`config.mk`:
```
export PLATFORM = sky130hd
export DESIGN_NAME = psrg_top
export DESIGN_NICKNAME = d
export VERILOG_FILES = /design/src/psrg_pkg.sv /design/src/psrg_top.sv
export SDC_FILE = /design/constraint.sdc
export NUM_CORES = 1
export LEC_CHECK = 0
export BUFFER_PORTS_ARGS = -buffer_cell sky130_fd_sc_hd__buf_2
export CORE_MARGIN = 2
export CORE_UTILIZATION = 35
export DETAILED_ROUTE_END_ITERATION = 8
export PLACE_DENSITY_LB_ADDON = 0.12
export SLEW_MARGIN = 15
export SYNTH_ARGS = -nofsm -noshare
export SYNTH_HDL_FRONTEND = slang
export SYNTH_SLANG_ARGS = --single-unit
```
`constraint.sdc`:
```
create_clock -name clk_i -period 5.36 [get_ports clk_i]
set_input_delay 0.804 -clock clk_i [delete_from_list [all_inputs] [get_ports clk_i]]
set_output_delay 0.804 -clock clk_i [all_outputs]
set_load 0.005 [all_outputs]
```
`src/psrg_pkg.sv`:
```
// package for the peripheral select and ready generator
package psrg_pkg;
	localparam logic [31:0] PBS_OFFSET     = 32'h0000_0290; // index A4 times four
	localparam logic [31:0] MPC_OFFSET     = 32'h0000_02A0; // index A8 times four
	localparam logic [31:0] UMC_OFFSET     = 32'h0000_0280; // index A0 times four
	localparam logic [7:0]  PBS_INDEX      = 8'hA4;
	localparam logic [7:0]  MPC_INDEX      = 8'hA8;
	localparam logic [7:0]  UMC_INDEX      = 8'hA0;
	localparam logic [15:0] UMC_RESET      = 16'hFFFB;
	localparam int          BASE_MSB       = 15;
	localparam int          BASE_LSB       = 6;
	localparam int          IO_CLR_MSB     = 15;
	localparam int          IO_CLR_LSB     = 12;
	localparam int          EXT_BIT        = 7;
	localparam int          SPACE_BIT      = 6;
	localparam int          RDY_IGN_BIT    = 2;
	localparam int          BLOCK_SHIFT    = 7;
	localparam int          NUM_SEL        = 7;
	localparam logic [6:0]  SEL_IDLE       = 7'h7F;

	typedef struct packed {
		logic        valid;
		logic        mem;
		logic        internal;
		logic [19:0] addr;
	} psrg_cycle_s;

	typedef struct packed {
		logic [6:0] sel_n;
		logic       upper_n;
		logic       ready;
	} psrg_sel_s;
endpackage

```
`src/psrg_top.sv`:
```
// peripheral chip select decoder with wait-state ready generator
//
// The implementer's own choice: the Wishbone slave port.
`timescale 1ns/1ns
module psrg_top #(
	parameter int NUM_SEL = 7
) (
	input  wire logic                  clk_i,
	input  wire logic                  rst_i,
	input  wire logic [31:0]           wb_adr_i,
	input  wire logic [31:0]           wb_dat_i,
	output logic      [31:0]           wb_dat_o,
	input  wire logic [3:0]            wb_sel_i,
	input  wire logic                  wb_we_i,
	input  wire logic                  wb_cyc_i,
	input  wire logic                  wb_stb_i,
	output logic                       wb_ack_o,
	input  wire psrg_pkg::psrg_cycle_s cycle_i,
	input  wire logic                  async_ready_in_i,
	input  wire logic                  sync_ready_in_i,
	output psrg_pkg::psrg_sel_s        sel_o
);
	// registers
	logic [15:0] pbs_r, pbs_nxt;
	logic [15:0] mpc_r, mpc_nxt;
	logic [15:0] umc_r, umc_nxt;
	logic        pbs_seen_r, pbs_seen_nxt;
	logic        mpc_seen_r, mpc_seen_nxt;
	logic        ack_r, ack_nxt;
	logic [31:0] rdat_r, rdat_nxt;
	// pin synchronisers
	logic [1:0]  ard_r, srd_r;
	// cycle tracking
	logic [1:0]  wait_r, wait_nxt;
	logic        busy_r, busy_nxt;
	psrg_pkg::psrg_sel_s out_r, out_nxt;
	logic [1:0]  lat_a_r, lat_a_nxt;

	function automatic logic [2:0] rdy_field(input logic [15:0] v);
		rdy_field = v[2:0];
	endfunction

	// bus slave: one-cycle ack, unmapped reads return zero, writes ignored
	logic req, hit_pbs, hit_mpc, hit_umc;
	always_comb begin
		req     = wb_cyc_i && wb_stb_i && !ack_r;
		hit_pbs = wb_adr_i == psrg_pkg::PBS_OFFSET;
		hit_mpc = wb_adr_i == psrg_pkg::MPC_OFFSET;
		hit_umc = wb_adr_i == psrg_pkg::UMC_OFFSET;
	end

	always_comb begin
		pbs_nxt      = pbs_r;
		mpc_nxt      = mpc_r;
		umc_nxt      = umc_r;
		pbs_seen_nxt = pbs_seen_r;
		mpc_seen_nxt = mpc_seen_r;
		ack_nxt      = req;
		rdat_nxt     = rdat_r;
		if (req) begin
			rdat_nxt = 32'h0000_0000;
			if (hit_pbs) begin
				pbs_seen_nxt = 1'b1;
				rdat_nxt     = {16'h0000, pbs_r};
				if (wb_we_i) begin
					if (wb_sel_i[0])
						pbs_nxt[7:0] = wb_dat_i[7:0];
					if (wb_sel_i[1])
						pbs_nxt[15:8] = wb_dat_i[15:8];
				end
			end
			if (hit_mpc) begin
				mpc_seen_nxt = 1'b1;
				rdat_nxt     = {16'h0000, mpc_r};
				if (wb_we_i) begin
					if (wb_sel_i[0])
						mpc_nxt[7:0] = wb_dat_i[7:0];
					if (wb_sel_i[1])
						mpc_nxt[15:8] = wb_dat_i[15:8];
				end
			end
			if (hit_umc) begin
				rdat_nxt = {16'h0000, umc_r};
				if (wb_we_i) begin
					if (wb_sel_i[0])
						umc_nxt[7:0] = wb_dat_i[7:0];
					if (wb_sel_i[1])
						umc_nxt[15:8] = wb_dat_i[15:8];
				end
			end
		end
	end

	// decode of the current bus cycle
	logic [19:0] peripheral_base_address;
	logic [19:0] diff;
	logic        space_ok, in_pcs, in_ucs;
	logic [2:0]  blk;
	logic [2:0]  mode;
	logic        ext_ok;
	always_comb begin
		peripheral_base_address      = {pbs_r[psrg_pkg::BASE_MSB:psrg_pkg::BASE_LSB], 10'h000};
		diff     = cycle_i.addr - peripheral_base_address;
		// software keeps bits 12..15 zero in I/O space, so a 20-bit compare is exact
		space_ok = cycle_i.mem == mpc_r[psrg_pkg::SPACE_BIT];
		blk      = diff[psrg_pkg::BLOCK_SHIFT +: 3];
		in_pcs   = cycle_i.valid && !cycle_i.internal && pbs_seen_r && mpc_seen_r && space_ok
			&& cycle_i.addr >= peripheral_base_address && diff[19:10] == 10'h000
			&& blk < 3'(NUM_SEL);
		if (in_pcs && (blk == 3'h5 || blk == 3'h6) && !mpc_r[psrg_pkg::EXT_BIT])
			in_pcs = 1'b0;
		in_ucs   = cycle_i.valid && cycle_i.mem && !cycle_i.internal
			&& cycle_i.addr[19:4] >= {umc_r[15:6], 6'h00};
		if (in_pcs)
			mode = (blk < 3'h4) ? rdy_field(pbs_r) : rdy_field(mpc_r);
		else
			mode = rdy_field(umc_r);
		// the synced ready pins only; raw pins never reach logic
		ext_ok = ard_r[1] || srd_r[1];
	end

	// wait generator and select outputs held for the whole cycle
	always_comb begin
		busy_nxt  = busy_r;
		wait_nxt  = wait_r;
		out_nxt   = out_r;
		lat_a_nxt = lat_a_r;
		out_nxt.ready = 1'b0;
		if (!busy_r) begin
			out_nxt.sel_n   = psrg_pkg::SEL_IDLE;
			out_nxt.upper_n = 1'b1;
			if (cycle_i.valid) begin
				busy_nxt  = 1'b1;
				wait_nxt  = mode[1:0];
				lat_a_nxt = cycle_i.addr[2:1];
				if (in_pcs)
					out_nxt.sel_n[blk] = 1'b0;
				else if (in_ucs)
					out_nxt.upper_n = 1'b0;
				if (!mpc_r[psrg_pkg::EXT_BIT])
					out_nxt.sel_n[6:5] = {cycle_i.addr[2], cycle_i.addr[1]};
				if (!in_pcs && !in_ucs) begin
					wait_nxt = 2'h0;
				end
			end
		end else begin
			if (wait_r != 2'h0) begin
				wait_nxt = wait_r - 2'h1;
			end else if (cycle_i.internal || mode[psrg_pkg::RDY_IGN_BIT] || ext_ok) begin
				// ready ends the cycle once the wait count is done and external ready is seen, unless ignored or internal
				out_nxt.ready   = 1'b1;
				busy_nxt        = 1'b0;
				out_nxt.sel_n   = psrg_pkg::SEL_IDLE;
				out_nxt.upper_n = 1'b1;
				if (!mpc_r[psrg_pkg::EXT_BIT])
					out_nxt.sel_n[6:5] = {lat_a_r[1], lat_a_r[0]};
			end
		end
	end

	always_ff @(posedge clk_i) begin
		ard_r <= {ard_r[0], async_ready_in_i};
		srd_r <= {srd_r[0], sync_ready_in_i};
		if (rst_i) begin
			pbs_r      <= 16'h0000;
			mpc_r      <= 16'h0000;
			umc_r      <= psrg_pkg::UMC_RESET;
			pbs_seen_r <= 1'b0;
			mpc_seen_r <= 1'b0;
			ack_r      <= 1'b0;
			rdat_r     <= 32'h0000_0000;
			wait_r     <= 2'h0;
			busy_r     <= 1'b0;
			lat_a_r    <= 2'h0;
			out_r      <= '{sel_n: psrg_pkg::SEL_IDLE, upper_n: 1'b1, ready: 1'b0};
		end else begin
			pbs_r      <= pbs_nxt;
			mpc_r      <= mpc_nxt;
			umc_r      <= umc_nxt;
			pbs_seen_r <= pbs_seen_nxt;
			mpc_seen_r <= mpc_seen_nxt;
			ack_r      <= ack_nxt;
			rdat_r     <= rdat_nxt;
			wait_r     <= wait_nxt;
			busy_r     <= busy_nxt;
			lat_a_r    <= lat_a_nxt;
			out_r      <= out_nxt;
		end
	end

	assign wb_ack_o = ack_r;
	assign wb_dat_o = rdat_r;
	assign sel_o    = out_r;
endmodule // psrg_top

```
# Yosys cells after proc, flatten, opt, wreduce, memory -nomap -nowiden
# Index checks and enable logic that the tools add are counted.
# word_totals
regBits,101
latch_bits,0
ramBits,0
rom_bits,0
inputBits,98
out_inout_bits,42
word_cells,102
memories,0
# op_classes
n_addsub,2
n_mul,0
div_mod_pow,0
magnitude_cmp,6
eq_ne,9
shift,0
n_mux,25
n_bitwise,2
reduce_logical,40
# ops
operator,n
"equality test 32 x 10 -> 1 bit, second input constant",3
two-way mux 32 bit,2
AND reduction 4 bit,6
>= comparator 20 bit,1
subtractor 20 bit,1
two-way mux 9 bit,2
>= comparator 16 bit,1
logical AND 1 bit,16
two-way mux 16 bit,1
two-way mux 8 bit,2
two-way mux 2 bit,6
zero test 10 bit,1
AND reduction 2 bit,5
two-way mux 1 bit,8
two-way mux 7 bit,1
inverter 7 bit,1
"equality test 3 bit, second input constant",2
"less-than comparator 3 bit, second input constant",2
two-way mux 3 bit,2
zero test 1 bit,5
logical OR 1 bit,4
"less-than comparator 3 x 4 -> 1 bit, second input constant",1
"inequality test 2 x 1 -> 1 bit, second input constant",2
nonzero test 2 bit,2
other kinds (7),7

# Depth between registers and ports, before layout
# Gate-level depths: netlist (run 1).
# logic_depth
ltp_word,17
ltp_mapped,9
mapped_depth_nobuf,9

# Least setup slack after synthesis (run 1)
# Ideal clock, no wire load.
# synth_timing
path_type,in2reg
start,input port cycle_i[11] (netlist name)
end,register out_r (netlist bit sel_o[7])
setup_ns,0.063
arrival_ns,2.758
required_time_ns,5.297
setup_slack_ns,2.539
path_stages,8
path_buffers,0
path_cell_list,ha_1 nor2b_4 or4_1 a2bb2oi_1 o2111a_2 a21oi_4 or4b_1 nand3_1
# synth_via
elab_chain_cells,12
elab_cells_between_ends,18
classes_between,add/sub: 1; order compare: 1; eq/ne: 1; mux: 6; reduce/logical: 9
# synth_rtl
element,line,source
start: declaration,psrg_top.sv:18,"input wire psrg_pkg::psrg_cycle_s cycle_i,"
subtractor 20 bit or >= comparator 20 bit (tied branches),"psrg_top.sv:103, psrg_top.sv:108",
zero test 10 bit or logical AND 1 bit (tied branches),psrg_top.sv:108,&& cycle_i.addr >= peripheral_base_address && diff[19:10] == 10'h000
logical AND 1 bit *,psrg_top.sv:108,
logical AND 1 bit *,psrg_top.sv:109,&& blk < 3'(NUM_SEL);
logical AND 1 bit (2 in series),psrg_top.sv:110,if (in_pcs && (blk == 3'h5 || blk == 3'h6) && !mpc_r[psrg_pkg::EXT_BIT])
two-way mux 1 bit *,psrg_top.sv:110,
two-way mux 3 bit,psrg_top.sv:114,if (in_pcs)
logical OR 1 bit (2 in series),psrg_top.sv:149,end else if (cycle_i.internal || mode[psrg_pkg::RDY_IGN_BIT] || ext_ok) begin
inequality test 2 x 1 -> 1 bit (no source line),-,
AND reduction 2 bit (no source line),-,
end signal: assignment,psrg_top.sv:175,"out_r <= '{sel_n: psrg_pkg::SEL_IDLE, upper_n: 1'b1, ready: 1'b0};"
end signal: assignment,psrg_top.sv:187,out_r <= out_nxt;
end: declaration,psrg_top.sv:36,"psrg_pkg::psrg_sel_s out_r, out_nxt;"
# Mark *: on every way between the ends. The rest lies on a longest branch, timed or not.
# A chain may end at the register's enable or synchronous reset.

# Final worst setup path (run 1)
# layout_timing
start,input port cycle_i[11] (netlist name)
end,register out_r (netlist bit sel_o[2])
# The elaborated chain is that of the path after synthesis.

==> metrics.md, run 1 <==
| Metric | Value |
|---|---|
| Flop-to-flop setup slack | 2.63 ns |
| Async SR Flop Fraction | 0 |
| Pwr Density | 263 mW/mm² |
| Power Total | approximately 1400 µW |
| Unrepaired setup endpoints after global routing | no |
| Area Overhead vs Synth | 20.5% |
| Crit path DAT | between 3 and 4 ns |
| TritonCTS clock tree | yes |
| Clock power frac | 0.449 |
| DIE AREA | 0.0137 mm² |
| Critical Path RT | about 5.6 ns |
| Setup TNS | 0 ns |
| GR Util All Layers | 0.185 |
| Final Hold Viols | 0 |
| Synth warn | 0 |
| Reg-to-reg endpoint | sel_o[2] |
| Hold Crit Class | reg2reg |
| # DRC | 0 |
| Worst-path cell chain | buf_2 > ha_1 > nor2b_4 > o211ai_2 > a31oi_1 > a2bb2oi_1 > o21ai_1 > o311ai_4 > a2bb2oi_1 |
| Clock-pin slew on the worst setup and hold paths | around 0.06 ns |
| Gpl congestion | between 0.8 and 0.9 |
| Switch share | 0.247 |
| Final Core Density | 0.430 |
| Critical path peak fanout | 7 |
| Worst Tran Pin Value | a little under 0.8 ns |
| MaxCap Viol Count | 0 |
| # resized after CTS | 0 |
| RR Startpoint | pbs_r[7] |
| Fin worst setup slack | 2.47 ns |
| 1st-iter DRT viols | around 200 |
| Crit start category | primary input |
| Pleak | ~0.0026 µW |
| Final setup vio count | 0 |
| Mapped Area | 0.00447 mm² |
| Routed WL per cell | ~15 µm |
| Detailed Place HPWL | around 9000 µm |
| Die height | 117 µm |
| Hold Slack | around 0.33 ns |
| Seq/Total Area, Yosys | 0.381 |
| 1st-pass router iterations | 5 |
| Site Rows | 41 |
| Final-report max-slew violation count | 0 |
| Setup Fix Bufs, Post-CTS | 0 |
| Vias/cell | between 5 and 6 |
| Total CTS buffers | 9 |
| Rel. slew slack | 0.476 |
| Top cell by count, worst path | a2bb2oi_1 |
| Comb pwr share | 0.098 |
| Setup crit end kind | flip-flop |
| CTS Hold Bufs | 0 |
| Max Fclk | roughly 0.35 GHz |
| PortBufs | ~100 |
| Crit path capture | sel_o[2] |
| Clock Latency Late Sink | around 0.35 ns |
| Total Nets Final | 732 |
| Via count of the first global-routing pass | 3764 |
| Clk_skew | 0.00913 ns |
| Max Buffers Root-to-Sink | 2 |
| Sw Pwr | 350 µW |
| Htree depth | 3 |
| CP max stage cell | a2bb2oi_1 |
| First-pass GRT wire length | 19200 µm |
| Worst ir drop on vdd | around 170 µV |
| Post-route ant nets | 0 |
| Clk sink count | 85 |
| Root Buffer | clkbuf_16 |
| Critical Path Start | cycle_i[11] |
| Outcome | finished, final reports clean |
| Prevailing post-synth register cell | dfxtp_1 |
| Initial Util | 0.357 |
| Tcrit/Tclk final | 0.539 |
| Total congestion overflow | 0 |
| Gate Count Post-Synth | 518 |
| Tmin final | between 2 and 3 ns |
| Flops & latches, synth | 85 |
| HP Start | srd_r[0] |
| Netlist cell types | 59 |
| Initial antenna violation count | 0 |
| Post-synth EDFFs | 0 |
| CP Class | in2reg |
| Internal power | between 1000 and 1500 µW |
| Layout cells sized above 1 | 0.222 |
| Final WL | 12200 µm |
| Sequential power share | 0.453 |
| Crit path largest cell delay | approximately 0.52 ns |
| Via count | 4025 |
| Pre-CTS setup slack | 2.11 ns |
| Worst R2R Path Depth | 9 |
| Largest net degree at the start of global routing | 60 |
| Core area | 0.0125 mm² |
| # IOs | 140 |
| Die Wd | 117 µm |
| Ant. Diodes | 0 |
| Avg Cell Area, Syn | between 8 and 9 µm² |
-- cells in the mapped netlist (13+ instances only) --
| cell type | number | share of area |
|---|---|---|
| ha_1 | 21 | 0.059 |
| nand3_1 | 40 | 0.045 |
| nor2_1 | 68 | 0.057 |
| nand2_1 | 44 | 0.037 |
| a22oi_1 | 16 | 0.027 |
| mux2i_1 | 51 | 0.11 |
| dfxtp_1 | 85 | 0.38 |
| o21ai_0 | 19 | 0.021 |
| clkbuf_1 | 16 | 0.013 |
| buf_4 | 16 | 0.027 |
| inv_1 | 27 | 0.023 |
| a21oi_1 | 13 | 0.015 |
-- power groups by stage --
stage          Sequential (µW)  Combinational, µW  Clock (µW)
2_1_floorplan              655               86.9           0
3_3_place_gp               656                136           0
3_5_place_dp               656                138           0
4_1_cts                    642                138         653
5_1_grt                    642                154         679
6_report                   642                138         636
-- registers in the layout, indices dropped and copies added (netlist names), 9 cells and up --
name,count
mpc_r,16
pbs_r,16
umc_r,16
wb_dat_o,16
sel_o,9
-- routing by layer --
metal | wire length (µm) | GRT usage | share of wire | up-vias
met1 | 5290 | 0.235 | 0.43 | 1889
met5 | 0 | 0 | 0 | -
met2 | 5960 | 0.313 | 0.49 | 116
met4 | 195 | 0.0533 | 0.016 | 0
met3 | 758 | 0.0458 | 0.062 | 16
li1 | - | - | - | 2004
-- cell type report --
type,instances,area [µm²]
Fill cell,1320,7130
Multi-Input combinational cell,381,2510
Sequential cell,85,1700
Timing Repair Buffer,107,546
Clock buffer,10,239
Tap cell,172,215
Inverter,29,109
Clock inverter,6,62.6
-- placed cells by master (no fill, tap or decap), drive strengths merged, types with 5 or more instances in the layout --
master | netlist | final
a21oi | 14 | 14
nor3 | 8 | 8
o21ai | 21 | 21
and3 | 5 | 5
a22oi | 16 | 16
nor4 | 6 | 6
clkbuf | 16 | 10
nand2 | 44 | 44
clkinv | 1 | 6
mux2i | 51 | 51
nand3 | 40 | 40
a2bb2oi | 7 | 7
nor2b | 5 | 5
conb | 1 | 16
buf | 22 | 107
dfxtp | 85 | 85
nand4 | 7 | 7
nor2 | 68 | 68
inv | 28 | 28
ha | 21 | 21
-- how the worst min path moves through the flow --
| stage | end | slack, ns | depth (start not counted) |
|---|---|---|---|
| final | srd_r[1] | 0.33 | 0 |
| after global routing | ard_r[1] | 0.34 | 0 |
| after CTS | srd_r[1] | 0.33 | 0 |
| after detailed placement | srd_r[1] | 0.31 | 0 |
| after global placement | ard_r[1] | 0.31 | 0 |
| after floorplan | ard_r[1] | 0.31 | 0 |
-- critical path: cells and delay by family --
kind | cells | cell delay, ns
buffers and inverters | 1 | 0.11
AOI/OAI and AO/OA | 6 | 1.80
adders and majority gates | 1 | 0.30
and+or+nand+nor | 1 | 0.14
-- metrics by stage --
| step | std cells | cell area, µm² |
|---|---|---|
| floorplan | 533 | 4520 |
| global placement | 774 | 5080 |
| detailed placement | 774 | 5080 |
| CTS | 790 | 5380 |
| global route | 790 | 5390 |
| finish | 790 | 5390 |
-- kinds of logic after synthesis --
kind of cell    count (synthesis)  synth area share
simple gates                  201             0.216
flops                          85             0.381
compound gates                 84             0.140
buf+inv                        67            0.0708
mux                            54             0.123
fa+ha+maj                      21            0.0588
xor+xnor                        5           0.00980
other cells                     1          0.000839
Power figures use the tool's default switching activity.
==> run 2: changes to the inputs <==
--- a/config.mk
+++ b/config.mk
@@ -5,6 +5,7 @@
 export SDC_FILE = /design/constraint.sdc
 export NUM_CORES = 1
 export LEC_CHECK = 0
+export ABC_AREA = 1
 export BUFFER_PORTS_ARGS = -buffer_cell sky130_fd_sc_hd__buf_2
 export CORE_MARGIN = 2
 export CORE_UTILIZATION = 35
==> constraint.sdc (replaced) <==
create_clock -name clk_i -period 2.5 [get_ports clk_i]
set_input_delay 0.375 -clock clk_i [delete_from_list [all_inputs] [get_ports clk_i]]
set_output_delay 0.375 -clock clk_i [all_outputs]
set_load 0.005 [all_outputs]
==> metrics.md, run 2 <==
| Metric | Value |
|---|---|
| Outcome | finished, final reports clean |
| Clock-pin slew on the worst setup and hold paths | 0.06 ns (about the same) |
| DIE AREA | 0.0148 mm² (+8.4%) |
| XOR/XNOR Fraction of Synth Area | 0 (-0.00980) |
| Ant. Diodes | 0 (unchanged) |
| Reg-to-reg endpoint | sel_o[1] |
| Final WL | 13500 µm (+10%) |
| Crit path DAT | 2.55 ns (-0.61 ns) |
| Top cell by count, worst path | nand2_1 |
| CP max stage cell | ha_2 |
| Post-synth EDFFs | 0 (unchanged) |
| Max Buffers Root-to-Sink | 2 (unchanged) |
| Vias/cell | 4.80 (-5.8%) |
| RR Startpoint | pbs_r[12] |
| Hold Crit Endpoint | srd_r[0] |
| Clk_skew | 0.0101 ns (+0.000993 ns) |
| Max Fclk | around 0.43 GHz |
| Crit start category | flip-flop |
| Final Hold Viols | 0 (unchanged) |
| TritonCTS clock tree | yes |
| Netlist cell types | 40 (-32%) |
| Worst ir drop on vdd | 308 µV (+78%) |
| Post-synthesis mux area share | 0 (-0.123) |
| Htree depth | 3 (unchanged) |
| Initial antenna violation count | 0 (unchanged) |
| Mapped Area | 0.00486 mm² (+8.7%) |
| CP Class | reg2reg |
| Area Overhead vs Synth | 22.1% |
| Synth cell count leaders | nand2_1 (135), inv_1 (104), dfxtp_1 (85) |
| Final Core Density | 0.432 (+0.00187) |
| Yosys top cell by area | dfxtp_1 |
| Pre-CTS setup slack | -0.0733 ns (-2.19 ns) |
| Site Rows | 43 (+4.9%) |
| Worst Tran Pin Value | 0.506 ns (-0.278 ns) |
| CP top delay family | simple AND/OR/NAND/NOR gates |
| GR Util All Layers | 0.186 (+0.000944) |
| Clk sink count | 85 (unchanged) |
| Pwr Density | 520 mW/mm² (+98%) |
| Flops & latches, synth | 85 (unchanged) |
| Layout cells sized above 1 | 0.231 (+0.00928) |
| 1st-iter DRT viols | 279 (+40%) |
| Compound-Gate Fraction of Synth Area | 0.178 (+0.0378) |
| Most frequent cell after synthesis | nand2_1 |
| Via count | 4769 (+18%) |
| Prevailing post-synth register cell | dfxtp_1 |
| Fin worst setup slack | 0.160 ns (-2.31 ns) |
| Post-synth top area share | 0.350 (-0.0304) |
| Crit path largest cell delay | 0.40 ns (-0.12 ns) |
| HP Start | sync_ready_in_i |
| Gate Count Post-Synth | 703 (+36%) |
| Flop-to-flop setup slack | 0.16 ns (-2.47 ns) |
| Tcrit/Tclk final | 0.936 |
| # IOs | 140 (unchanged) |
| Pleak | 0.00268 µW (+1.9%) |
| Final setup vio count | 0 (unchanged) |
| Largest family of logic cells by synthesized area | simple AND/OR/NAND/NOR gates |
| Hold depth | 1 (+1) |
| Total congestion overflow | 0 (unchanged) |
| Die Wd | 122 µm (+4.1%) |
| Fill cell count | 1420 (+7.6%) |
| Setup TNS | 0 ns (unchanged) |
| Post-route ant nets | 0 (unchanged) |
| Setup crit end kind | flip-flop |
| Total CTS buffers | 9 (unchanged) |
| Largest net degree at the start of global routing | 35 (-42%) |
| Hold Crit Class | in2reg |
| Core area | 0.0137 mm² (+9.6%) |
| PortBufs | 105 (+1.9%) |
| Tmin final | approximately 2.3 ns |
| Via count of the first global-routing pass | 4617 (+23%) |
| Main area contributors after synthesis | dfxtp_1 (35%), nand2_1 (10%), inv_1 (8.0%) |
| Detailed Place HPWL | 10400 µm (+16%) |
| Commonest cells after routing, fill and taps aside | nand2_1 (133), buf_2 (105), inv_1 (102) |
| Gpl congestion | 0.875 (+4.1%) |
| Crit path buffers/inverters | 3 (+2) |
| Root Buffer | clkbuf_16 |
| Worst-path cell chain | inv_1 > ha_2 > nand2_1 > nand2_1 > a21oi_2 > buf_4 > nand4_1 > nand2_1 > nor2_2 > nand3_4 > a21oi_4 > nand2_1 > nand3_1 > nand2_1 > clkinv_1 > nand3_2 |
| MaxCap Viol Count | 0 (unchanged) |
| First-pass GRT wire length | 21900 µm (+14%) |
| Critical path peak fanout | 6 (-1) |
| Rel. slew slack | 0.663 (+0.187) |
| Critical Path RT | 2.71 ns (-2.92 ns) |
| Clock Latency Late Sink | 0.34 ns (about the same) |
| Avg Cell Area, Syn | 6.91 µm² (-20%) |
| Simple-gate share of the synthesized area | 0.290 (+0.0737) |
| Routed WL per cell | 13.6 µm (-12%) |
| Power Total | 3080 µW (+120%) |
| Adder-Cell Fraction of Synth Area | 0.0541 (-0.00470) |
| Total Nets Final | 929 (+27%) |
| Final-report max-slew violation count | 0 (unchanged) |
| Critical Path Start | pbs_r[12] |
| Async SR Flop Fraction | 0 (unchanged) |
| Die height | 122 µm (+4.1%) |
| Seq/Total Area, Yosys | 0.350 (-0.0304) |
| 1st-pass router iterations | 4 (-1) |
| Synth warn | 0 (unchanged) |
| Most common cell after layout, fill and taps aside | nand2_1 |
| Worst R2R Path Depth | 16 (+7) |
| # DRC | 0 (unchanged) |
| Initial Util | 0.354 (-0.00301) |
## run 2: changes by cell type in the layout (fill, tap and decap cells not counted), sizes merged, moves of 11 or more
| cell | change |
|---|---|
| nand2 | +103 |
| a22oi | -16 |
| buf | +11 |
| mux2i | -51 |
| inv | +79 |
| o21ai | +35 |
| a21oi | +52 |
## run 2: power by group
| part | internal [µW] | leakage, µW | switching, µW |
|---|---|---|---|
| registers | 1370 | 0.000689 | 10.3 |
| clock network | 772 | 0.000139 | 540 |
| logic | 152 | 0.00186 | 236 |
| total | 2300 | 0.00268 | 786 |
## run 2: worst max-delay path by stage
| stage | to | cells past startpoint |
|---|---|---|
| final | sel_o[1] | 16 |
| after global routing | sel_o[1] | 16 |
| after CTS | sel_o[1] | 16 |
| after detailed placement | sel_o[1] | 16 |
| after global placement | sel_o[1] | 16 |
| after floorplan | sel_o[1] | 15 |
## run 2: cell families after synthesis
group	after synthesis
simple gates	297
flops	85
buf+inv	145
compound gates	154
fa+ha+maj	21
other cells	1
## run 2: area by class of cell
class                      instances  area, µm²  area share
multi-input combinational        488       2680       0.453
clock buffer                      10        229      0.0386
clock inverter                     5       60.1      0.0101
inverter                         108        405      0.0684
timing repair buffer             118        623       0.105
tap                              180        225      0.0380
sequential                        85       1700       0.287
## run 2: what timing repair did
action                                  CTS  global route
setup buffers                             0             2
endpoints found under the setup margin    0            12
hold buffers                              0             0
resized for setup                         0            19
## run 2: worst reg2reg max path, stage by stage, from the launching register on
cell and delay, ns:
dfxtp_1 0.30, inv_1 0.08, ha_2 0.40, nand2_1 0.08, nand2_1 0.12, a21oi_2 0.09, buf_4 0.13, nand4_1 0.09
nand2_1 0.09, nor2_2 0.13, nand3_4 0.13, a21oi_4 0.22, nand2_1 0.12, nand3_1 0.11, nand2_1 0.06, clkinv_1 0.05
nand3_2 0.04
## run 2: per-stage QoR
step	cells	hold WS (ns)	cell area, µm²
4_1_cts	992	0.123	5820
2_1_floorplan	718	0.310	4910
6_report	994	0.137	5930
3_3_place_gp	977	0.311	5530
3_5_place_dp	977	0.313	5530
5_1_grt	994	0.127	5930
## run 2: routing by layer
layer | vias to the layer above | routed length, µm | track usage
met5 | - | 0 | 0
met2 | 143 | 6110 | 0.303
li1 | 2492 | - | -
met1 | 2116 | 6450 | 0.248
met3 | 18 | 661 | 0.0337
met4 | 0 | 248 | 0.0632
